## config.mk

```make
export PLATFORM = sky130hd
export DESIGN_NAME = sac_core
export DESIGN_NICKNAME = d
export VERILOG_FILES = /design/src/sac_fifo_note_unused.sv /design/src/sac_pkg.sv /design/src/sac_fifo_if.sv /design/src/sac_fifo.sv /design/src/sac_core.sv
export VERILOG_INCLUDE_DIRS = /design/src
export SDC_FILE = /design/constraint.sdc
export NUM_CORES = 1
export LEC_CHECK = 0
export BUFFER_PORTS_ARGS = -buffer_cell sky130_fd_sc_hd__buf_2
export CAP_MARGIN = 10
export CORE_AREA = 2 2 162 164
export DETAILED_ROUTE_END_ITERATION = 10
export DIE_AREA = 0 0 164 166
export PLACE_DENSITY = 0.76
export SYNTH_ARGS = -nofsm -noshare
export SYNTH_HDL_FRONTEND = slang
export SYNTH_SLANG_ARGS = --single-unit
```

## constraint.sdc

```tcl
create_clock -name REF_CLK -period 4 [get_ports REF_CLK]
set_clock_uncertainty 0.2 [all_clocks]
set_input_delay 0.6 -clock REF_CLK [delete_from_list [all_inputs] [get_ports REF_CLK]]
set_output_delay 0.6 -clock REF_CLK [all_outputs]
set_load 0.05 [all_outputs]
```

## src/sac_defines.svh

```systemverilog
`ifndef SAC_DEFINES_SVH
`define SAC_DEFINES_SVH

// ----------------------------------------------------------------------
// Conversion timing in operating-clock cycles per channel
// ----------------------------------------------------------------------
`define SAC_CYC_NOSH_8 6'd49
`define SAC_CYC_NOSH_10 6'd59
`define SAC_CYC_SH_8 6'd28
`define SAC_CYC_SH_10 6'd33
`define SAC_SAMP_NOSH 6'd2
`define SAC_SAMP_SH 6'd3

// ----------------------------------------------------------------------
// Resolution and approximation
// ----------------------------------------------------------------------
`define SAC_BITS_8 4'd8
`define SAC_BITS_10 4'd10
`define SAC_DAC_TOP 10'h200

// ----------------------------------------------------------------------
// Operating clock select {sel2, sel1, sel0} and divider limit; limit value is divide minus one
// ----------------------------------------------------------------------
`define SAC_DIVSEL_4 3'h0
`define SAC_DIVSEL_2 3'h1
`define SAC_DIVSEL_3 3'h2
`define SAC_DIVSEL_1 3'h3
`define SAC_DIVSEL_8 3'h4
`define SAC_DIVSEL_6 3'h6
`define SAC_DIVMAX_1 3'h0
`define SAC_DIVMAX_2 3'h1
`define SAC_DIVMAX_3 3'h2
`define SAC_DIVMAX_4 3'h3
`define SAC_DIVMAX_6 3'h5
`define SAC_DIVMAX_8 3'h7

// ----------------------------------------------------------------------
// Input multiplexer
// ----------------------------------------------------------------------
`define SAC_MUX_EXT0 6'h20
`define SAC_MUX_EXT1 6'h21
`define SAC_MULTI_PORT 2'h3
`define SAC_MULTI_LEN 5'h10

`endif

```

## src/sac_fifo_note_unused.sv

```systemverilog
`default_nettype none
`default_nettype wire

```

## src/sac_pkg.sv

```systemverilog
`default_nettype none

package sac_pkg;

    typedef enum logic [2:0] {
        SAC_MODE_ONE = 3'h0,
        SAC_MODE_REP = 3'h1,
        SAC_MODE_SWP = 3'h2,
        SAC_MODE_RSW0 = 3'h3,
        SAC_MODE_RSW1 = 3'h4,
        SAC_MODE_MSWP = 3'h5,
        SAC_MODE_MRSW = 3'h6
    } sac_mode_e;

    typedef enum logic [1:0] {
        SAC_TRG_SW = 2'h0,
        SAC_TRG_EXT = 2'h1,
        SAC_TRG_HW = 2'h2
    } sac_trig_e;

    typedef enum logic [1:0] {SAC_IDLE, SAC_CONV, SAC_STORE} sac_state_e;

    typedef logic [7:0][9:0] sac_bank_t;

    typedef struct packed {
        sac_state_e st;
        logic [2:0] sync;
        logic ext_lvl;
        logic start_prev;
        logic [2:0] div_cnt;
        logic tick;
        logic [5:0] tcnt;
        logic [3:0] bits_left;
        logic r10;
        logic sh;
        logic [9:0] sar;
        logic [9:0] dac;
        logic [4:0] step;
        logic [5:0] mux;
        logic [2:0] idx;
        logic sample;
        logic done;
        logic ref_en;
        sac_bank_t res;
        logic res_stb;
        logic [2:0] res_idx;
        logic dma_req;
        logic busy;
    } sac_main_s;

endpackage

`default_nettype wire

```

## src/sac_fifo_if.sv

```systemverilog
`default_nettype none

interface sac_fifo_if #(parameter int W = 13);
    logic in_valid;
    logic in_ready;
    logic [W-1:0] in_data;
    logic out_valid;
    logic out_ready;
    logic [W-1:0] out_data;

    modport fifo (
        input in_valid, in_data, out_ready,
        output in_ready, out_valid, out_data
    );
    modport user (
        output in_valid, in_data, out_ready,
        input in_ready, out_valid, out_data
    );
endinterface

`default_nettype wire

```

## src/sac_fifo.sv

```systemverilog
`default_nettype none

module sac_fifo #(
    parameter int W = 13,
    parameter int D = 8,
    parameter int AW = 3
) (
    input wire logic clk,
    input wire logic rst_n,
    sac_fifo_if.fifo port
);

    typedef struct packed {
        logic [D-1:0][W-1:0] mem;
        logic [AW-1:0] wp;
        logic [AW-1:0] rp;
        logic [AW:0] cnt;
    } sac_fifo_s;

    sac_fifo_s q;
    sac_fifo_s n;
    logic push;
    logic pop;

    // ------------------------------------------------------------------
    // Storage and pointers
    // ------------------------------------------------------------------
    assign port.in_ready = (q.cnt != (AW + 1)'(D));
    assign port.out_valid = (q.cnt != '0);
    assign port.out_data = q.mem[q.rp];

    always_comb begin
        n = q;
        push = port.in_valid && port.in_ready;
        pop = port.out_valid && port.out_ready;
        if (push) begin
            n.mem[q.wp] = port.in_data;
            n.wp = (q.wp == AW'(D - 1)) ? '0 : q.wp + 1'b1;
        end
        if (pop) begin
            n.rp = (q.rp == AW'(D - 1)) ? '0 : q.rp + 1'b1;
        end
        if (push && !pop) begin
            n.cnt = q.cnt + 1'b1;
        end else if (pop && !push) begin
            n.cnt = q.cnt - 1'b1;
        end
    end

    always_ff @(posedge clk) begin
        if (!rst_n) begin
            q <= '0;
        end else begin
            q <= n;
        end
    end

endmodule // sac_fifo

`default_nettype wire

```

## src/sac_core.sv

```systemverilog
`include "sac_defines.svh"
`default_nettype none

module sac_core
    import sac_pkg::*;
(
    input wire logic REF_CLK,
    input wire logic NRST,
    input wire logic START_BIT,
    input wire logic [1:0] TRIG_SEL,
    input wire logic EXT_TRIG_PIN,
    input wire logic HW_TRIG,
    input wire logic [2:0] MODE,
    input wire logic RES_10BIT,
    input wire logic SH_EN,
    input wire logic [2:0] CLK_DIV_SEL,
    input wire logic DMA_MODE,
    input wire logic REF_CONNECT,
    input wire logic [1:0] PORT_SEL,
    input wire logic [2:0] CHAN_SEL,
    input wire logic [1:0] SWEEP_LEN,
    input wire logic [1:0] EXT_SEL,
    input wire logic COMPARE,
    input wire logic RESULT_HOLD,
    output logic [5:0] ANALOG_SEL,
    output logic SAMPLE_EN,
    output logic [9:0] DAC_CODE,
    output logic REF_LADDER_EN,
    output logic BUSY,
    output logic CONV_DONE,
    output sac_bank_t RESULT_REGS,
    output logic RESULT_STROBE,
    output logic [2:0] RESULT_INDEX,
    output logic DMA_REQ
);

    sac_main_s q;
    sac_main_s n;
    sac_fifo_if #(.W(13)) fif ();
    sac_bank_t bank_d;
    sac_mode_e mode;
    sac_trig_e tsel;
    logic [2:0] div_max;
    logic [5:0] total;
    logic [5:0] samp;
    logic [4:0] seq_len;
    logic ext_fall;
    logic trig;
    logic pop;
    logic [2:0] pop_idx;
    logic [9:0] pop_data;
    logic [9:0] result;
    logic [5:0] first_mux;
    logic [2:0] first_idx;

    // ------------------------------------------------------------------
    // Result buffer between core and result registers
    // ------------------------------------------------------------------
    sac_fifo #(
        .W(13),
        .D(8),
        .AW(3)
    ) u_fifo (
        .clk(REF_CLK),
        .rst_n(NRST),
        .port(fif.fifo)
    );

    assign fif.in_valid = (q.st == SAC_STORE);
    assign fif.in_data = {q.idx, result};
    assign fif.out_ready = !RESULT_HOLD;
    assign pop = fif.out_valid && fif.out_ready;
    assign pop_idx = fif.out_data[12:10];
    assign pop_data = fif.out_data[9:0];
    // 8-bit results are right aligned
    assign result = q.r10 ? q.sar : {2'b00, q.sar[9:2]};

    // ------------------------------------------------------------------
    // Per-register result bank update
    // ------------------------------------------------------------------
    genvar gi;
    generate
        for (gi = 0; gi < 8; gi++) begin : g_bank
            assign bank_d[gi] = (pop && pop_idx == 3'(gi)) ?
                pop_data : q.res[gi];
        end
    endgenerate

    // ------------------------------------------------------------------
    // Configuration decode
    // ------------------------------------------------------------------
    assign mode = sac_mode_e'(MODE);
    assign tsel = sac_trig_e'(TRIG_SEL);

    always_comb begin
        case (CLK_DIV_SEL)
            `SAC_DIVSEL_1: div_max = `SAC_DIVMAX_1;
            `SAC_DIVSEL_2: div_max = `SAC_DIVMAX_2;
            `SAC_DIVSEL_3: div_max = `SAC_DIVMAX_3;
            `SAC_DIVSEL_4: div_max = `SAC_DIVMAX_4;
            `SAC_DIVSEL_6: div_max = `SAC_DIVMAX_6;
            `SAC_DIVSEL_8: div_max = `SAC_DIVMAX_8;
            default: div_max = `SAC_DIVMAX_8;
        endcase
    end

    always_comb begin
        if (q.sh) begin
            total = q.r10 ? `SAC_CYC_SH_10 : `SAC_CYC_SH_8;
            samp = `SAC_SAMP_SH;
        end else begin
            total = q.r10 ? `SAC_CYC_NOSH_10 : `SAC_CYC_NOSH_8;
            samp = `SAC_SAMP_NOSH;
        end
    end

    always_comb begin
        case (mode)
            SAC_MODE_SWP, SAC_MODE_RSW0:
                seq_len = {2'b00, SWEEP_LEN, 1'b0} + 5'd2;
            SAC_MODE_RSW1:
                seq_len = {2'b00, SWEEP_LEN, 1'b0} + {2'b00, SWEEP_LEN, 1'b0}
                    + 5'd2;
            SAC_MODE_MSWP, SAC_MODE_MRSW:
                seq_len = `SAC_MULTI_LEN;
            default:
                seq_len = 5'd1;
        endcase
    end

    // ------------------------------------------------------------------
    // Channel of a sequence step
    // ------------------------------------------------------------------
    function automatic logic [8:0] chan_at(input logic [4:0] s);
        logic [2:0] ch;
        logic [1:0] pt;
        logic [5:0] mx;
        ch = s[2:0];
        pt = PORT_SEL;
        mx = '0;
        case (mode)
            SAC_MODE_SWP, SAC_MODE_RSW0: begin
                mx = {1'b0, pt, ch};
            end
            SAC_MODE_RSW1: begin
                // Channel 0 alternates with each of the others
                ch = s[0] ? s[3:1] + 3'd1 : 3'd0;
                mx = {1'b0, pt, ch};
            end
            SAC_MODE_MSWP, SAC_MODE_MRSW: begin
                if (s[3]) begin
                    pt = `SAC_MULTI_PORT;
                end
                mx = {1'b0, pt, ch};
            end
            default: begin
                ch = CHAN_SEL;
                mx = {1'b0, pt, ch};
                if (EXT_SEL == 2'h1) begin
                    mx = `SAC_MUX_EXT0;
                    ch = 3'd0;
                end else if (EXT_SEL == 2'h2) begin
                    mx = `SAC_MUX_EXT1;
                    ch = 3'd1;
                end
            end
        endcase
        if (DMA_MODE) begin
            ch = 3'd0;
        end
        return {mx, ch};
    endfunction

    // A process, as the function reads configuration
    always_comb begin
        {first_mux, first_idx} = chan_at(5'd0);
    end

    // ------------------------------------------------------------------
    // Trigger detection
    // ------------------------------------------------------------------
    always_comb begin
        // Edge of the filtered pin level
        ext_fall = 1'b0;
        if (q.sync[1] == q.sync[2]) begin
            ext_fall = q.ext_lvl && !q.sync[2];
        end
        case (tsel)
            SAC_TRG_SW: trig = START_BIT && !q.start_prev;
            SAC_TRG_EXT: trig = START_BIT && ext_fall;
            SAC_TRG_HW: trig = START_BIT && HW_TRIG;
            default: trig = 1'b0;
        endcase
    end

    // ------------------------------------------------------------------
    // Sequencer and successive approximation
    // ------------------------------------------------------------------
    always_comb begin
        n = q;
        // Pin synchroniser
        n.sync = {q.sync[1:0], EXT_TRIG_PIN};
        if (q.sync[1] == q.sync[2]) begin
            n.ext_lvl = q.sync[2];
        end
        n.start_prev = START_BIT;
        n.ref_en = REF_CONNECT;
        n.done = 1'b0;
        // Result bank follows buffer pops
        n.res = bank_d;
        n.res_stb = pop;
        n.dma_req = pop && DMA_MODE;
        if (pop) begin
            n.res_idx = pop_idx;
        end
        // Operating clock tick
        if (q.div_cnt >= div_max) begin
            n.div_cnt = '0;
            n.tick = 1'b1;
        end else begin
            n.div_cnt = q.div_cnt + 3'd1;
            n.tick = 1'b0;
        end
        case (q.st)
            SAC_IDLE: begin
                // Waits for a trigger
            end
            SAC_CONV: begin
                if (q.tick) begin
                    // One bit per tick after sampling
                    if (q.tcnt >= samp && q.bits_left != '0) begin
                        n.sar = COMPARE ? q.dac : q.sar;
                        n.bits_left = q.bits_left - 4'd1;
                        n.dac = n.sar;
                        if (q.bits_left > 4'd1) begin
                            n.dac[q.bits_left + 4'd6 + (q.r10 ? 4'd0 : 4'd2)
                                - 4'd8] = 1'b1;
                        end
                    end
                    // Last tick of the channel
                    if (q.tcnt == total - 6'd1) begin
                        n.st = SAC_STORE;
                    end else begin
                        n.tcnt = q.tcnt + 6'd1;
                    end
                end
            end
            SAC_STORE: begin
                // Waits here while the buffer is full
                if (fif.in_ready) begin
                    if (q.step == seq_len - 5'd1) begin
                        n.step = '0;
                        if (mode == SAC_MODE_ONE || mode == SAC_MODE_SWP ||
                            mode == SAC_MODE_MSWP || mode > SAC_MODE_MRSW)
                        begin
                            n.st = SAC_IDLE;
                            n.done = 1'b1;
                        end else begin
                            n.st = SAC_CONV;
                        end
                    end else begin
                        n.step = q.step + 5'd1;
                        n.st = SAC_CONV;
                    end
                    if (n.st == SAC_CONV) begin
                        {n.mux, n.idx} = chan_at(n.step);
                        n.tcnt = '0;
                        n.bits_left = RES_10BIT ? `SAC_BITS_10 : `SAC_BITS_8;
                        n.r10 = RES_10BIT;
                        n.sh = SH_EN;
                        n.sar = '0;
                        n.dac = `SAC_DAC_TOP;
                        n.div_cnt = '0;
                        n.tick = (div_max == `SAC_DIVMAX_1);
                    end
                end
            end
            default: begin
                n.st = SAC_IDLE;
            end
        endcase
        // Restart wins over store and stall
        if (trig) begin
            n.st = SAC_CONV;
            n.step = '0;
            n.mux = first_mux;
            n.idx = first_idx;
            n.tcnt = '0;
            n.bits_left = RES_10BIT ? `SAC_BITS_10 : `SAC_BITS_8;
            n.r10 = RES_10BIT;
            n.sh = SH_EN;
            n.sar = '0;
            n.dac = `SAC_DAC_TOP;
            n.div_cnt = '0;
            n.tick = (div_max == `SAC_DIVMAX_1);
        end else if (!START_BIT) begin
            n.st = SAC_IDLE;
        end
        // Registered flags
        n.sample = (n.st == SAC_CONV) && (n.tcnt < samp);
        n.busy = (n.st != SAC_IDLE);
    end

    always_ff @(posedge REF_CLK) begin
        if (!NRST) begin
            q <= '0;
        end else begin
            q <= n;
        end
    end

    // ------------------------------------------------------------------
    // Outputs
    // ------------------------------------------------------------------
    assign ANALOG_SEL = q.mux;
    assign SAMPLE_EN = q.sample;
    assign DAC_CODE = q.dac;
    assign REF_LADDER_EN = q.ref_en;
    assign BUSY = q.busy;
    assign CONV_DONE = q.done;
    assign RESULT_REGS = q.res;
    assign RESULT_STROBE = q.res_stb;
    assign RESULT_INDEX = q.res_idx;
    assign DMA_REQ = q.dma_req;

endmodule // sac_core

`default_nettype wire

```

Yosys cells after proc, flatten, opt, wreduce, memory -nomap -nowiden
Cells that the tools add are included.

Bits in registers: 260. Input port bits: 28. Output and inout port bits: 105. Logic and storage cells: 228.

$add $sub $neg: 17. Order comparisons: 10. Eq/ne operators: 38. Muxes and demuxes: 65. Bitwise operators: 2. Reduce and logical (&&, ||, !) cells: 54.

Operator list (number): $bwmux 104 (1); $mux 50 (1); $mux 47 (1); $mux 10 (4); $mux 20 (2); $pmux 20 s2 (1); $bmux 13 s3 (1); $demux 13 s3 (1); $mux 36 (1); $mux 6 (6); $eq 3x3->1 const B (10); $mux 13 (2); $mux 2 (12); $mux 3 (8); $mux 4 (6); $logic_and 1x1->1 (21); $pmux 10 s2 (1); $eq 3x2->1 const B (6); $pmux 6 s3 (1); $mux 5 (3); $pmux 3 s5 (1); $pmux 5 s3 (1); $mux 14 (1); $add 3x1->3 const B (4); other kinds (52) (90).

Longest topological paths before layout
Gate-level depths: netlist (run 1).

Depth after elaboration: 18. Mapped depth: 15.

Cells and area by module
Synthesis (run 1) repeated with hierarchy kept, for this count alone.

Cell total of the unflattened synthesis: 1402. Area total of the unflattened synthesis: 13142.6 µm².

Modules (own cells, without submodules): sac_core (instances 1, cells each 920, area each 7673.6 µm²); sac_fifo (instances 1, cells each 482, area each 5469.0 µm²).

Worst setup path after synthesis (run 1)
Ideal clock, no wire load.

Path type: input to register. From: in SWEEP_LEN[0]. To: reg q, in the netlist fif.in_data[11]. Data arrival time: 3307 ps. Data required time: 3730 ps. Setup slack: 423 ps. Stages on the path: 14. Buffers on the path: 0. Cells stage by stage: ha_1 -> and4bb_2 -> nor3_2 -> xnor2_1 -> nand4b_2 -> a21oi_4 -> nor2_1 -> ha_1 -> inv_1 -> o21ai_0 -> a21oi_1 -> or3_1 -> or4_1 -> a21oi_1.

Word-level cells in the longest chain between the ends: 16.

RTL lines: start, declared (RTL line sac_core.sv:21) `input wire logic [1:0] SWEEP_LEN,`; $add 3x3->4 (RTL line sac_core.sv:122) `seq_len = {2'b00, SWEEP_LEN, 1'b0} + {2'b00, SWEEP_LEN, 1'b0}`; $add 4x2->5 (RTL line sac_core.sv:123) `+ 5'd2;`; $pmux 5 s3 (*) (RTL line sac_core.sv:118) `case (mode)`; $sub 5x1->5 (*) (RTL line sac_core.sv:251) `if (q.step == seq_len - 5'd1) begin`; $eq 5x5->1 (*) (RTL line sac_core.sv:251); $mux 5 (RTL line sac_core.sv:251); $mux 5 (RTL line sac_core.sv:250) `if (fif.in_ready) begin`; $mux 5 (RTL line sac_core.sv:224) `case (q.st)`; $add 3x1->3 (RTL line sac_core.sv:147) `ch = s[0] ? s[3:1] + 3'd1 : 3'd0;`; $mux 3 (RTL line sac_core.sv:147); $pmux 3 s2 (RTL line sac_core.sv:141) `case (mode)`; $mux 3 (RTL line sac_core.sv:168) `if (DMA_MODE) begin`; $mux 9 (RTL line sac_core.sv:265) `if (n.st == SAC_CONV) begin`; $mux 50 (RTL line sac_core.sv:250); $mux 14 (RTL line sac_core.sv:224); $mux 47 (RTL line sac_core.sv:283) `if (trig) begin`; end signal, assigned (RTL line sac_core.sv:308) `q <= n;`; end, declared (RTL line sac_core.sv:37) `sac_main_s q;`.

Every way passes the cells marked *; elsewhere a longest branch is shown, timed or not. The select of a mux whose other input is x is not followed. A chain may end at the register's enable or synchronous reset.

Worst setup path after layout (run 1)
Same ends and word-level chain as after synthesis.

==> metrics.csv, run 1 <==
metric,value,unit
RePlAce Congestion,0.878,
dpl cells,1691,
Leak Pwr,5.56,nW
"Remaining Overflow, GRT",0,
Initial Util,0.488,
"Seq/Total Area, Yosys",0.416,
max_cap viols,0,
WL/cell,16.4,um
post-route ant nets,0,
CTS Buf Count,27,
multi-input logic area,6110,sq um
Post-synth ARST share,0,
fin area,13600,sq um
"Slew Viols, Final",0,
TritonRoute pass-1 iters,7,
DP Worst Slack,0.202,ns
DR DRC count,0,
clock latency on the worst-skew pair,0.55,ns
maximum VDD drop,0.366,mV
PnR worst setup slack,0.712,ns
die width,164,um
largest net degree at the start of global routing,122,
cts hold-fix bufs,0,
post-route insts no fill,1740,
"Core Util, Final",0.532,
headroom to the max-slew limit,0.272,
Worst EP arrival,3.55,ns
hold violation count in the final report,0,
Synth Register Bits,260,
FP Rows,59,
Core ar.,25600,sq um
Overall Power,5.86,mW
Die H,166,um
Fill cells,2296,
area fraction of the dominant cell type after synthesis,0.416,
Fmax,304,MHz
Root Buffer,clkbuf_16,
"most common cell after layout, fill and taps aside",dfxtp_1,
clock transition at the registers of the reported paths,0.06,ns
post-CTS sizing,0,
Nets,1448,
# IOs,133,
first-pass GRT wire length,46400,um
total negative slack,0,ns
final wirelength,28500,um
final HPWL from detailed placement,19500,um
Post-synth EDFFs,0,
GRT Util Overall,0.206,
Die ar.,27200,sq um
endpoint type of the worst setup path,flop,
initial antenna violation count,0,
FF/Latch Area,5210,sq um
Tmin final,3.29,ns
Min Hold Slack,0.0528,ns
Tightest Hold Check Type,input pin to flop,
Unique masters post-synth,67,
post-synth top area cell,dfxtp_1,
Crit Path Class,input pin to flop,
PwrDens,430,nW/um^2
Post-Syn Instances,1378,
final setup fails,0,
Post-Syn Area per Cell,9.08,sq um
syn_nets,1441,
Synth Warn #,0,
Post-Syn Area,12500,sq um
CTS sink cnt,260,
outcome,"complete, no violations",
ys flop type,dfxtp_1,
area of placed instances,12700,sq um
most frequent cells in the layout,"dfxtp_1, nor2_1, buf_2",
diode count,0,
Via Count,9517,
RSZ-0062 raised after global routing,no,
DR iter-0 viols,727,
Setup Buffers After CTS,0,
Worst-Margin Slew,1.09,ns
CP Launch Type,input pin,
period utilization,0.822,
vias in the first global route,8996,
H-Tree Depth,1,
CTS tree,done,
PortBufs,132,
clk buf depth,3,
vias per cell,5.47,
ranking of synthesized cells by area,"dfxtp_1, mux2i_1, nor2_1, buf_4, a211oi_1",
Critical Path RT,4.26,ns
Syn-to-layout area delta,8.97,%
share of layout cells above drive strength 1,0.191,
critical-path maximum fanout,6,
-- worst max-delay path: stages --
cell and delay [ns]:
buf_2 0.14, ha_1 0.32, and4bb_2 0.32, nor3_2 0.05, xnor2_1 0.19, nand4b_2 0.23, a21oi_4 0.22, nor2_1 0.08
ha_1 0.28, inv_1 0.03, o21ai_0 0.14, a21oi_1 0.08, or3_1 0.34, or4_1 0.40, a21oi_1 0.12
-- power breakdown --
group | switching (mW) | leakage [nW] | internal (mW) | total, mW
combinational | 0.394 | 3.01 | 0.245 | 0.639
sequential | 0.0566 | 2.10 | 2.64 | 2.70
clock | 1.05 | 0.445 | 1.48 | 2.52
-- worst paths after layout --
check                                   from         endpoint  slack [ns]  cells after the start
worst max-delay path            SWEEP_LEN[0]  fif.in_data[11]        0.71                     15
worst min-delay path             REF_CONNECT    REF_LADDER_EN        0.05                      2
worst max register to register        q[144]      u_fifo.q[3]        0.80                     12
worst min register to register        n[142]           n[143]        0.23                      1
-- sequential cells by signal, summed over array words and instances, names as in the netlist --
register,flops
u_fifo.q,114
RESULT_REGS,80
q,36
DAC_CODE,10
ANALOG_SEL,6
RESULT_INDEX,3
fif.in_data,3
n,2
BUSY,1
CONV_DONE,1
DMA_REQ,1
REF_LADDER_EN,1
RESULT_STROBE,1
SAMPLE_EN,1
-- synth_stat cells, types with 4 or more instances --
library cell,count
a31oi_1,6
buf_2,14
buf_4,101
nand3b_1,5
xor2_1,5
nand3_1,22
a21oi_1,83
a21o_1,6
nor3_2,6
ha_1,34
or3_1,5
nor3_1,22
nor2_1,252
xnor2_1,10
and3_1,5
o21ai_0,25
nand2b_1,7
dfxtp_1,260
nand2_1,100
clkbuf_1,61
mux2i_1,113
o31ai_1,4
mux4_2,26
nor2b_1,9
and2_1,7
a211oi_1,80
mux2_2,14
nand4_1,6
inv_1,30
-- cells by family (layout without fill, tap and decap cells) --
| kind of cell | after synthesis | in the layout | share of synthesized area |
|---|---|---|---|
| compound gates | 244 | 244 | 0.130 |
| xor+xnor | 15 | 15 | 0.0105 |
| fa+ha+maj | 35 | 35 | 0.0356 |
| buf+inv | 211 | 238 | 0.0968 |
| flops | 260 | 260 | 0.416 |
| mux | 153 | 153 | 0.150 |
| simple gates | 460 | 460 | 0.161 |
-- metal layers --
| metal | vias to the layer above | track usage | share of wire |
|---|---|---|---|
| met5 | - | 0 | 0 |
| met4 | 0 | 0.0427 | 0.014 |
| met3 | 35 | 0.0327 | 0.064 |
| met2 | 303 | 0.335 | 0.46 |
| met1 | 4456 | 0.290 | 0.46 |
| li1 | 4723 | - | - |
-- final cells by class --
class,instances,area share
Inverter,31,0.00890
Timing Repair Buffer,158,0.0637
Clock buffer,37,0.0560
Multi-Input combinational cell,907,0.448
Tap cell,335,0.0308
Clock inverter,12,0.0102
Sequential cell,260,0.382
Power figures use the tool's default switching activity.
==> run 2: changes to the inputs <==
- clock period: 4 -> 3.43 ns (I/O delays scaled with it)
==> run 2 against run 1 <==
Via count grew 2.0%. Worst setup slack worse by 0.43 ns. Hold slack lost 0.026 ns. Final cell count up 1.9%. Clock power grew 29%. Clock-buffer cell count did not move. Design area grew 2.6%. Critical path depth did not move. Non-clock buffer count rose by 32. First-iteration DRC count grew 6.9%. Critical path type unchanged. Highest routed layer unchanged.
==> metrics.csv, run 2 (synthesis gave the netlist of run 1 again) <==
metric,value,unit,change
period utilization,0.917,,
final setup fails,0,,unchanged
cts hold-fix bufs,2,,was 0
diode count,0,,unchanged
Critical Path RT,3.70,ns,was 4.26 ns
Core ar.,25600,sq um,unchanged
Worst R2R End,fif.in_data[11],,was u_fifo.q[3]
vias in the first global route,9151,,was 8996
Leak Pwr,5.76,nW,was 5.56 nW
end of the worst hold path,ANALOG_SEL[3],,was REF_LADDER_EN
DR iter-0 viols,777,,was 727
die width,164,um,unchanged
PortBufs,132,,unchanged
max_cap viols,0,,unchanged
hold violation count in the final report,0,,unchanged
Nets,1481,,was 1448
Initial Util,0.488,,unchanged
# IOs,133,,unchanged
vias per cell,5.48,,was 5.47
"most common cell after layout, fill and taps aside",dfxtp_1,,unchanged
Crit-path slowest cell,or4_1,,unchanged
CP Launch Type,input pin,,unchanged
CP bufs+invs,2,,unchanged
initial antenna violation count,0,,unchanged
final wirelength,29000,um,was 28500 um
post-route ant nets,0,,unchanged
TritonRoute pass-1 iters,5,,was 7
largest net degree at the start of global routing,97,,was 122
"Remaining Overflow, GRT",0,,unchanged
H-Tree Depth,1,,unchanged
DR DRC count,0,,unchanged
final HPWL from detailed placement,20000,um,was 19500 um
endpoint type of the worst setup path,flop,,unchanged
Fill cells,2255,,was 2296
Min Hold Slack,0.0268,ns,was 0.0528 ns
critical-path maximum fanout,4,,was 6
largest register by flop count,u_fifo.q,,unchanged
dpl cells,1721,,was 1691
Via Count,9708,,was 9517
first-pass GRT wire length,46700,um,was 46400 um
clock transition at the registers of the reported paths,0.06,ns,about the same
Die H,166,um,unchanged
post-route insts no fill,1773,,was 1740
Hold Path Cell Cnt,3,,was 2
GRT Util Overall,0.207,,was 0.206
PwrDens,513,nW/um^2,was 430 nW/um^2
max reg flops,114,,unchanged
clock latency on the worst-skew pair,0.56,ns,was 0.55 ns
post-CTS sizing,0,,unchanged
CTS sink cnt,260,,unchanged
Min-Delay Startpoint,PORT_SEL[0],,was REF_CONNECT
reg2reg setup slack,0.35,ns,was 0.80 ns
reg2reg path depth,12,,unchanged
Fmax,318,MHz,
reg2reg start,q[98],,was q[144]
PnR worst setup slack,0.284,ns,was 0.712 ns
Overall Power,7.17,mW,was 5.86 mW
Tightest Hold Check Type,input pin to flop,,unchanged
headroom to the max-slew limit,0.248,,was 0.272
CP Cell Sequence,buf_2 > ha_1 > xor2_1 > o221ai_1 > xor2_1 > o21ai_0 > a21oi_4 > nor2_1 > ha_1 > inv_1 > o21ai_0 > a21oi_1 > or3_1 > or4_1 > a21oi_1,,was buf_2 > ha_1 > and4bb_2 > nor3_2 > xnor2_1 > nand4b_2 > a21oi_4 > nor2_1 > ha_1 > inv_1 > o21ai_0 > a21oi_1 > or3_1 > or4_1 > a21oi_1
share of layout cells above drive strength 1,0.209,,was 0.191
CP max stage delay,0.42,ns,was 0.40 ns
CTS tree,done,,unchanged
Crit Path Class,input pin to flop,,unchanged
WL/cell,16.4,um,about the same
FP Rows,59,,unchanged
Tmin final,3.15,ns,
Root Buffer,clkbuf_16,,unchanged
clk buf depth,3,,unchanged
DP Worst Slack,-0.185,ns,was 0.202 ns
Worst EP arrival,3.42,ns,was 3.55 ns
most frequent cells in the layout,"dfxtp_1, nor2_1, buf_2",,unchanged
multi-input logic area,6110,sq um,unchanged
Crit path max-delay family,compound AO/OA/AOI/OAI gates,,was simple AND/OR/NAND/NOR gates
Die ar.,27200,sq um,unchanged
"Slew Viols, Final",0,,unchanged
CTS Buf Count,28,,was 27
outcome,"complete, no violations",,unchanged
Syn-to-layout area delta,11.8,%,was 8.97%
RSZ-0062 raised after global routing,no,,unchanged
total negative slack,0,ns,unchanged
maximum VDD drop,0.392,mV,was 0.366 mV
RePlAce Congestion,0.884,,was 0.878
Setup Buffers After CTS,0,,unchanged
FF/Latch Area,5210,sq um,unchanged
Worst-Margin Slew,1.12,ns,was 1.09 ns
run 2: cell count changes in the layout (fill, tap and decap cells not counted), sizes merged:
| cell | before | now |
|---|---|---|
| bufinv | 2 | 5 |
| clkinvlp | 1 | 0 |
| inv | 33 | 32 |
| buf | 158 | 188 |
| dlygate4sd3 | 0 | 2 |
run 2: worst max-delay path by stage:
stage	startpoint	to	slack, ns	cells past startpoint
finish	SWEEP_LEN[0]	fif.in_data[11]	0.28	15
global route	SWEEP_LEN[0]	fif.in_data[11]	0.09	15
CTS	SWEEP_LEN[0]	fif.in_data[11]	0.35	15
detailed placement	SWEEP_LEN[0]	fif.in_data[11]	-0.19	15
global placement	SWEEP_LEN[0]	fif.in_data[11]	-0.11	15
floorplan	SWEEP_LEN[0]	fif.in_data[11]	-0.02	14
run 2: metrics by stage:
stage	cell area (sq um)	utilization
5_1_grt	14000	0.546
3_5_place_dp	13000	0.506
3_3_place_gp	13000	0.506
6_report	14000	0.546
2_1_floorplan	12500	-
4_1_cts	14000	0.546
run 2: cell type report:
type / instances / share of cell area
Clock buffer: 37 / 0.0561
Multi-Input combinational cell: 907 / 0.437
Sequential cell: 260 / 0.372
Timing Repair Buffer: 190 / 0.0796
Clock inverter: 13 / 0.0162
Tap cell: 335 / 0.0300
Inverter: 31 / 0.00868
run 2: layer usage:
layer  share of wire  wire (um)  GRT usage  vias up
met5               0          0          0        -
li1                -          -          -     4785
met4           0.018        515     0.0465        0
met1            0.46      13300      0.289     4599
met3           0.054       1570     0.0260       43
met2            0.47      13700      0.341      281
run 2: worst register-to-register path: stages (launching register included):
cell and delay [ns]:
dfxtp_1 0.52, nor3_2 0.10, a211oi_1 0.28, o21ai_0 0.20, a21oi_4 0.19, nor2_1 0.08, ha_1 0.28, inv_1 0.03
o21ai_0 0.16, a21oi_1 0.08, or3_1 0.33, or4_1 0.42, a21oi_1 0.13
run 2: power breakdown:
part	internal (mW)	switching, mW
Sequential	3.08	0.0586
Clock	1.99	1.26
Combinational	0.303	0.476
==> run 3: changes to the inputs <==
- CORE_AREA: 2 2 162 164 -> 2 2 166 168
- DIE_AREA: 0 0 164 166 -> 0 0 168 170
- PLACE_DENSITY: 0.76 -> 0.75
- SYNTH_HIERARCHICAL: unset -> 1
==> run 3 against run 2 <==
Sequential share of layout area is 1.3 points lower. Design area grew 3.7%. Critical path depth is 2 lower. Sequential power rose by 2%. Global-route usage is 0.34 points higher.
==> metrics.csv, run 3 <==
metric,value,unit,change
CTS tree,done,,unchanged
cell with the most instances after synthesis,dfxtp_1,,unchanged
CP bufs+invs,0,,was 2
reg2reg path depth,13,,was 12
DR iter-0 viols,717,,was 777
first-pass GRT wire length,49000,um,was 46700 um
clk buf depth,3,,unchanged
"Slew Viols, Final",0,,unchanged
post-route ant nets,0,,unchanged
Via Count,9658,,was 9708
fin area,14500,sq um,was 14000 sq um
hold violation count in the final report,0,,unchanged
RePlAce Congestion,0.918,,was 0.884
Post-Syn Instances,1402,,was 1378
largest net degree at the start of global routing,90,,was 97
list of most frequent post-synthesis cells,"dfxtp_1, mux2i_1, nand2_1, buf_4, nor2_1",,"was dfxtp_1, nor2_1, mux2i_1, buf_4, nand2_1"
post-synth top area cell,dfxtp_1,,unchanged
Root Buffer,clkbuf_16,,unchanged
Die H,170,um,was 166 um
Post-synth ARST share,0,,unchanged
end of the worst hold path,q[139],,was ANALOG_SEL[3]
GRT Util Overall,0.210,,was 0.207
Overall Power,7.54,mW,was 7.17 mW
initial antenna violation count,0,,unchanged
largest register by flop count,u_fifo/q,,was u_fifo.q
DR DRC count,0,,unchanged
max_cap viols,0,,unchanged
Crit Path Class,flop to flop,,was input pin to flop
reg2reg start,q[102],,was q[98]
Initial Util,0.493,,was 0.488
maximum VDD drop,0.303,mV,was 0.392 mV
CP Cell Sequence,or3_1 > and2_1 > a311oi_4 > nor2_4 > nor2b_2 > ha_2 > xor2_1 > nand2_1 > a211oi_2 > a221oi_1 > a311oi_1 > nand3b_1 > a21oi_1,,was buf_2 > ha_1 > xor2_1 > o221ai_1 > xor2_1 > o21ai_0 > a21oi_4 > nor2_1 > ha_1 > inv_1 > o21ai_0 > a21oi_1 > or3_1 > or4_1 > a21oi_1
Crit path max-delay family,compound AO/OA/AOI/OAI gates,,unchanged
ys flop type,dfxtp_1,,unchanged
area fraction of the dominant cell type after synthesis,0.396,,was 0.416
PnR worst setup slack,0.346,ns,was 0.284 ns
outcome,"complete, no violations",,unchanged
Clk network pwr share,0.447,,was 0.454
headroom to the max-slew limit,0.218,,was 0.248
WL met1,13600,um,was 13300 um
Post-synth EDFFs,0,,unchanged
ranking of synthesized cells by area,"dfxtp_1, mux2i_1, buf_4, nor2b_1, mux4_2",,"was dfxtp_1, mux2i_1, nor2_1, buf_4, a211oi_1"
Tightest Hold Check Type,input pin to flop,,unchanged
Tmin final,3.08,ns,was 3.15 ns
CP max stage delay,0.41,ns,was 0.42 ns
Post-Syn Area,13100,sq um,was 12500 sq um
clock transition at the registers of the reported paths,0.06,ns,about the same
routed length on met2,15000,um,was 13700 um
Post-Syn Area per Cell,9.37,sq um,was 9.08 sq um
max reg flops,114,,unchanged
Nets,1483,,was 1481
die width,168,um,was 164 um
cts hold-fix bufs,2,,unchanged
most frequent cells in the layout,"dfxtp_1, mux2i_1, nand2_1",,"was dfxtp_1, nor2_1, buf_2"
Crit-path slowest cell,or3_1,,was or4_1
share of layout cells above drive strength 1,0.211,,was 0.209
Setup Buffers After CTS,0,,unchanged
Min-Delay Startpoint,START_BIT,,was PORT_SEL[0]
vias in the first global route,9376,,was 9151
max layer used,met4,,unchanged
diode count,0,,unchanged
Hold Path Cell Cnt,2,,was 3
Worst EP arrival,3.35,ns,was 3.42 ns
switching fraction of total power,0.259,,was 0.251
reg2reg setup slack,0.35,ns,about the same
vias per cell,5.43,,was 5.48
period utilization,0.899,,was 0.917
CTS Buf Count,27,,was 28
WL/cell,17.2,um,was 16.4 um
DP Worst Slack,-0.187,ns,was -0.185 ns
PortBufs,132,,unchanged
H-Tree Depth,1,,unchanged
Fmax,324,MHz,was 318 MHz
area of placed instances,13400,sq um,was 13000 sq um
Critical Path RT,3.70,ns,about the same
# IOs,133,,unchanged
Die ar.,28600,sq um,was 27200 sq um
Routed met3 length,1400,um,was 1570 um
"Seq/Total Area, Yosys",0.396,,was 0.416
Worst-Margin Slew,1.17,ns,was 1.12 ns
CP Launch Type,flop,,was input pin
Reg power frac,0.425,,was 0.437
FP Rows,60,,was 59
NetSw,1.95,mW,was 1.80 mW
Synth Register Bits,260,,unchanged
critical-path maximum fanout,5,,was 4
Worst R2R End,fif.in_data[12],,was fif.in_data[11]
"Remaining Overflow, GRT",0,,unchanged
endpoint type of the worst setup path,flop,,unchanged
final setup fails,0,,unchanged
Syn-to-layout area delta,10.3,%,was 11.8%
post-CTS sizing,0,,unchanged
PwrDens,520,nW/um^2,was 513 nW/um^2
Synth Warn #,6,,was 0
internal power,5.58,mW,was 5.37 mW
"most common cell after layout, fill and taps aside",dfxtp_1,,unchanged
final HPWL from detailed placement,20800,um,was 20000 um
final wirelength,30600,um,was 29000 um
Leak Pwr,5.94,nW,was 5.76 nW
syn_nets,1465,,was 1441
Comb pwr share,0.128,,was 0.109
RSZ-0062 raised after global routing,no,,unchanged
Unique masters post-synth,69,,was 67
clock latency on the worst-skew pair,0.55,ns,was 0.56 ns
CTS sink cnt,260,,unchanged
TritonRoute pass-1 iters,5,,unchanged
Core ar.,26700,sq um,was 25600 sq um
-- run 3: cell families (layout without fill, tap and decap cells) --
logic type	Yosys count	after routing	synth area share
simple gates	475	475	0.181
flops	260	260	0.396
buf+inv	224	261	0.103
mux	210	210	0.187
compound gates	181	181	0.0883
fa+ha+maj	35	35	0.0339
xor+xnor	17	17	0.0113
-- run 3: metrics by stage --
step | hold WS, ns | util | cells | setup TNS (ns)
after floorplan | 0.212 | - | 1402 | 0
after global placement | 0.233 | 0.504 | 1730 | -0.247
after detailed placement | 0.240 | 0.504 | 1730 | -0.332
after CTS | 0.0139 | 0.544 | 1780 | 0
after global routing | 0.0231 | 0.544 | 1780 | 0
final | 0.0269 | 0.544 | 1780 | 0
-- run 3: worst max-delay path by stage --
stage	start	endpoint	slack [ns]	depth (start not counted)
global route	u_fifo/q[4]	RESULT_REGS[74]	0.07	6
global placement	SWEEP_LEN[0]	fif.in_data[12]	-0.15	16
finish	q[102]	fif.in_data[12]	0.35	13
floorplan	MODE[2]	fif.in_data[12]	0.006	15
CTS	u_fifo/q[4]	RESULT_REGS[74]	0.29	6
detailed placement	SWEEP_LEN[0]	fif.in_data[12]	-0.19	16
-- run 3: power by group through the flow --
stage,Sequential [mW],Clock [mW],Combinational (mW)
2_1_floorplan,3.22,0,0.741
3_3_place_gp,3.27,0,0.931
5_1_grt,3.21,3.55,1.05
6_report,3.20,3.37,0.966
3_5_place_dp,3.27,0,0.949
4_1_cts,3.20,3.42,0.965
-- run 3: area by class of cell --
type                            instances  area (sq um)
Fill cell                            2306         12200
Multi-Input combinational cell        918          6660
Sequential cell                       260          5210
Timing Repair Buffer                  186          1070
Clock buffer                           30           707
Tap cell                              341           427
Clock inverter                         18           324
Inverter                               27           101
-- run 3: per-layer routing --
layer | global-route usage | up-vias
met4 | 0.0476 | 0
met2 | 0.371 | 259
met5 | 0 | -
met3 | 0.0279 | 41
met1 | 0.273 | 4626
li1 | - | 4732
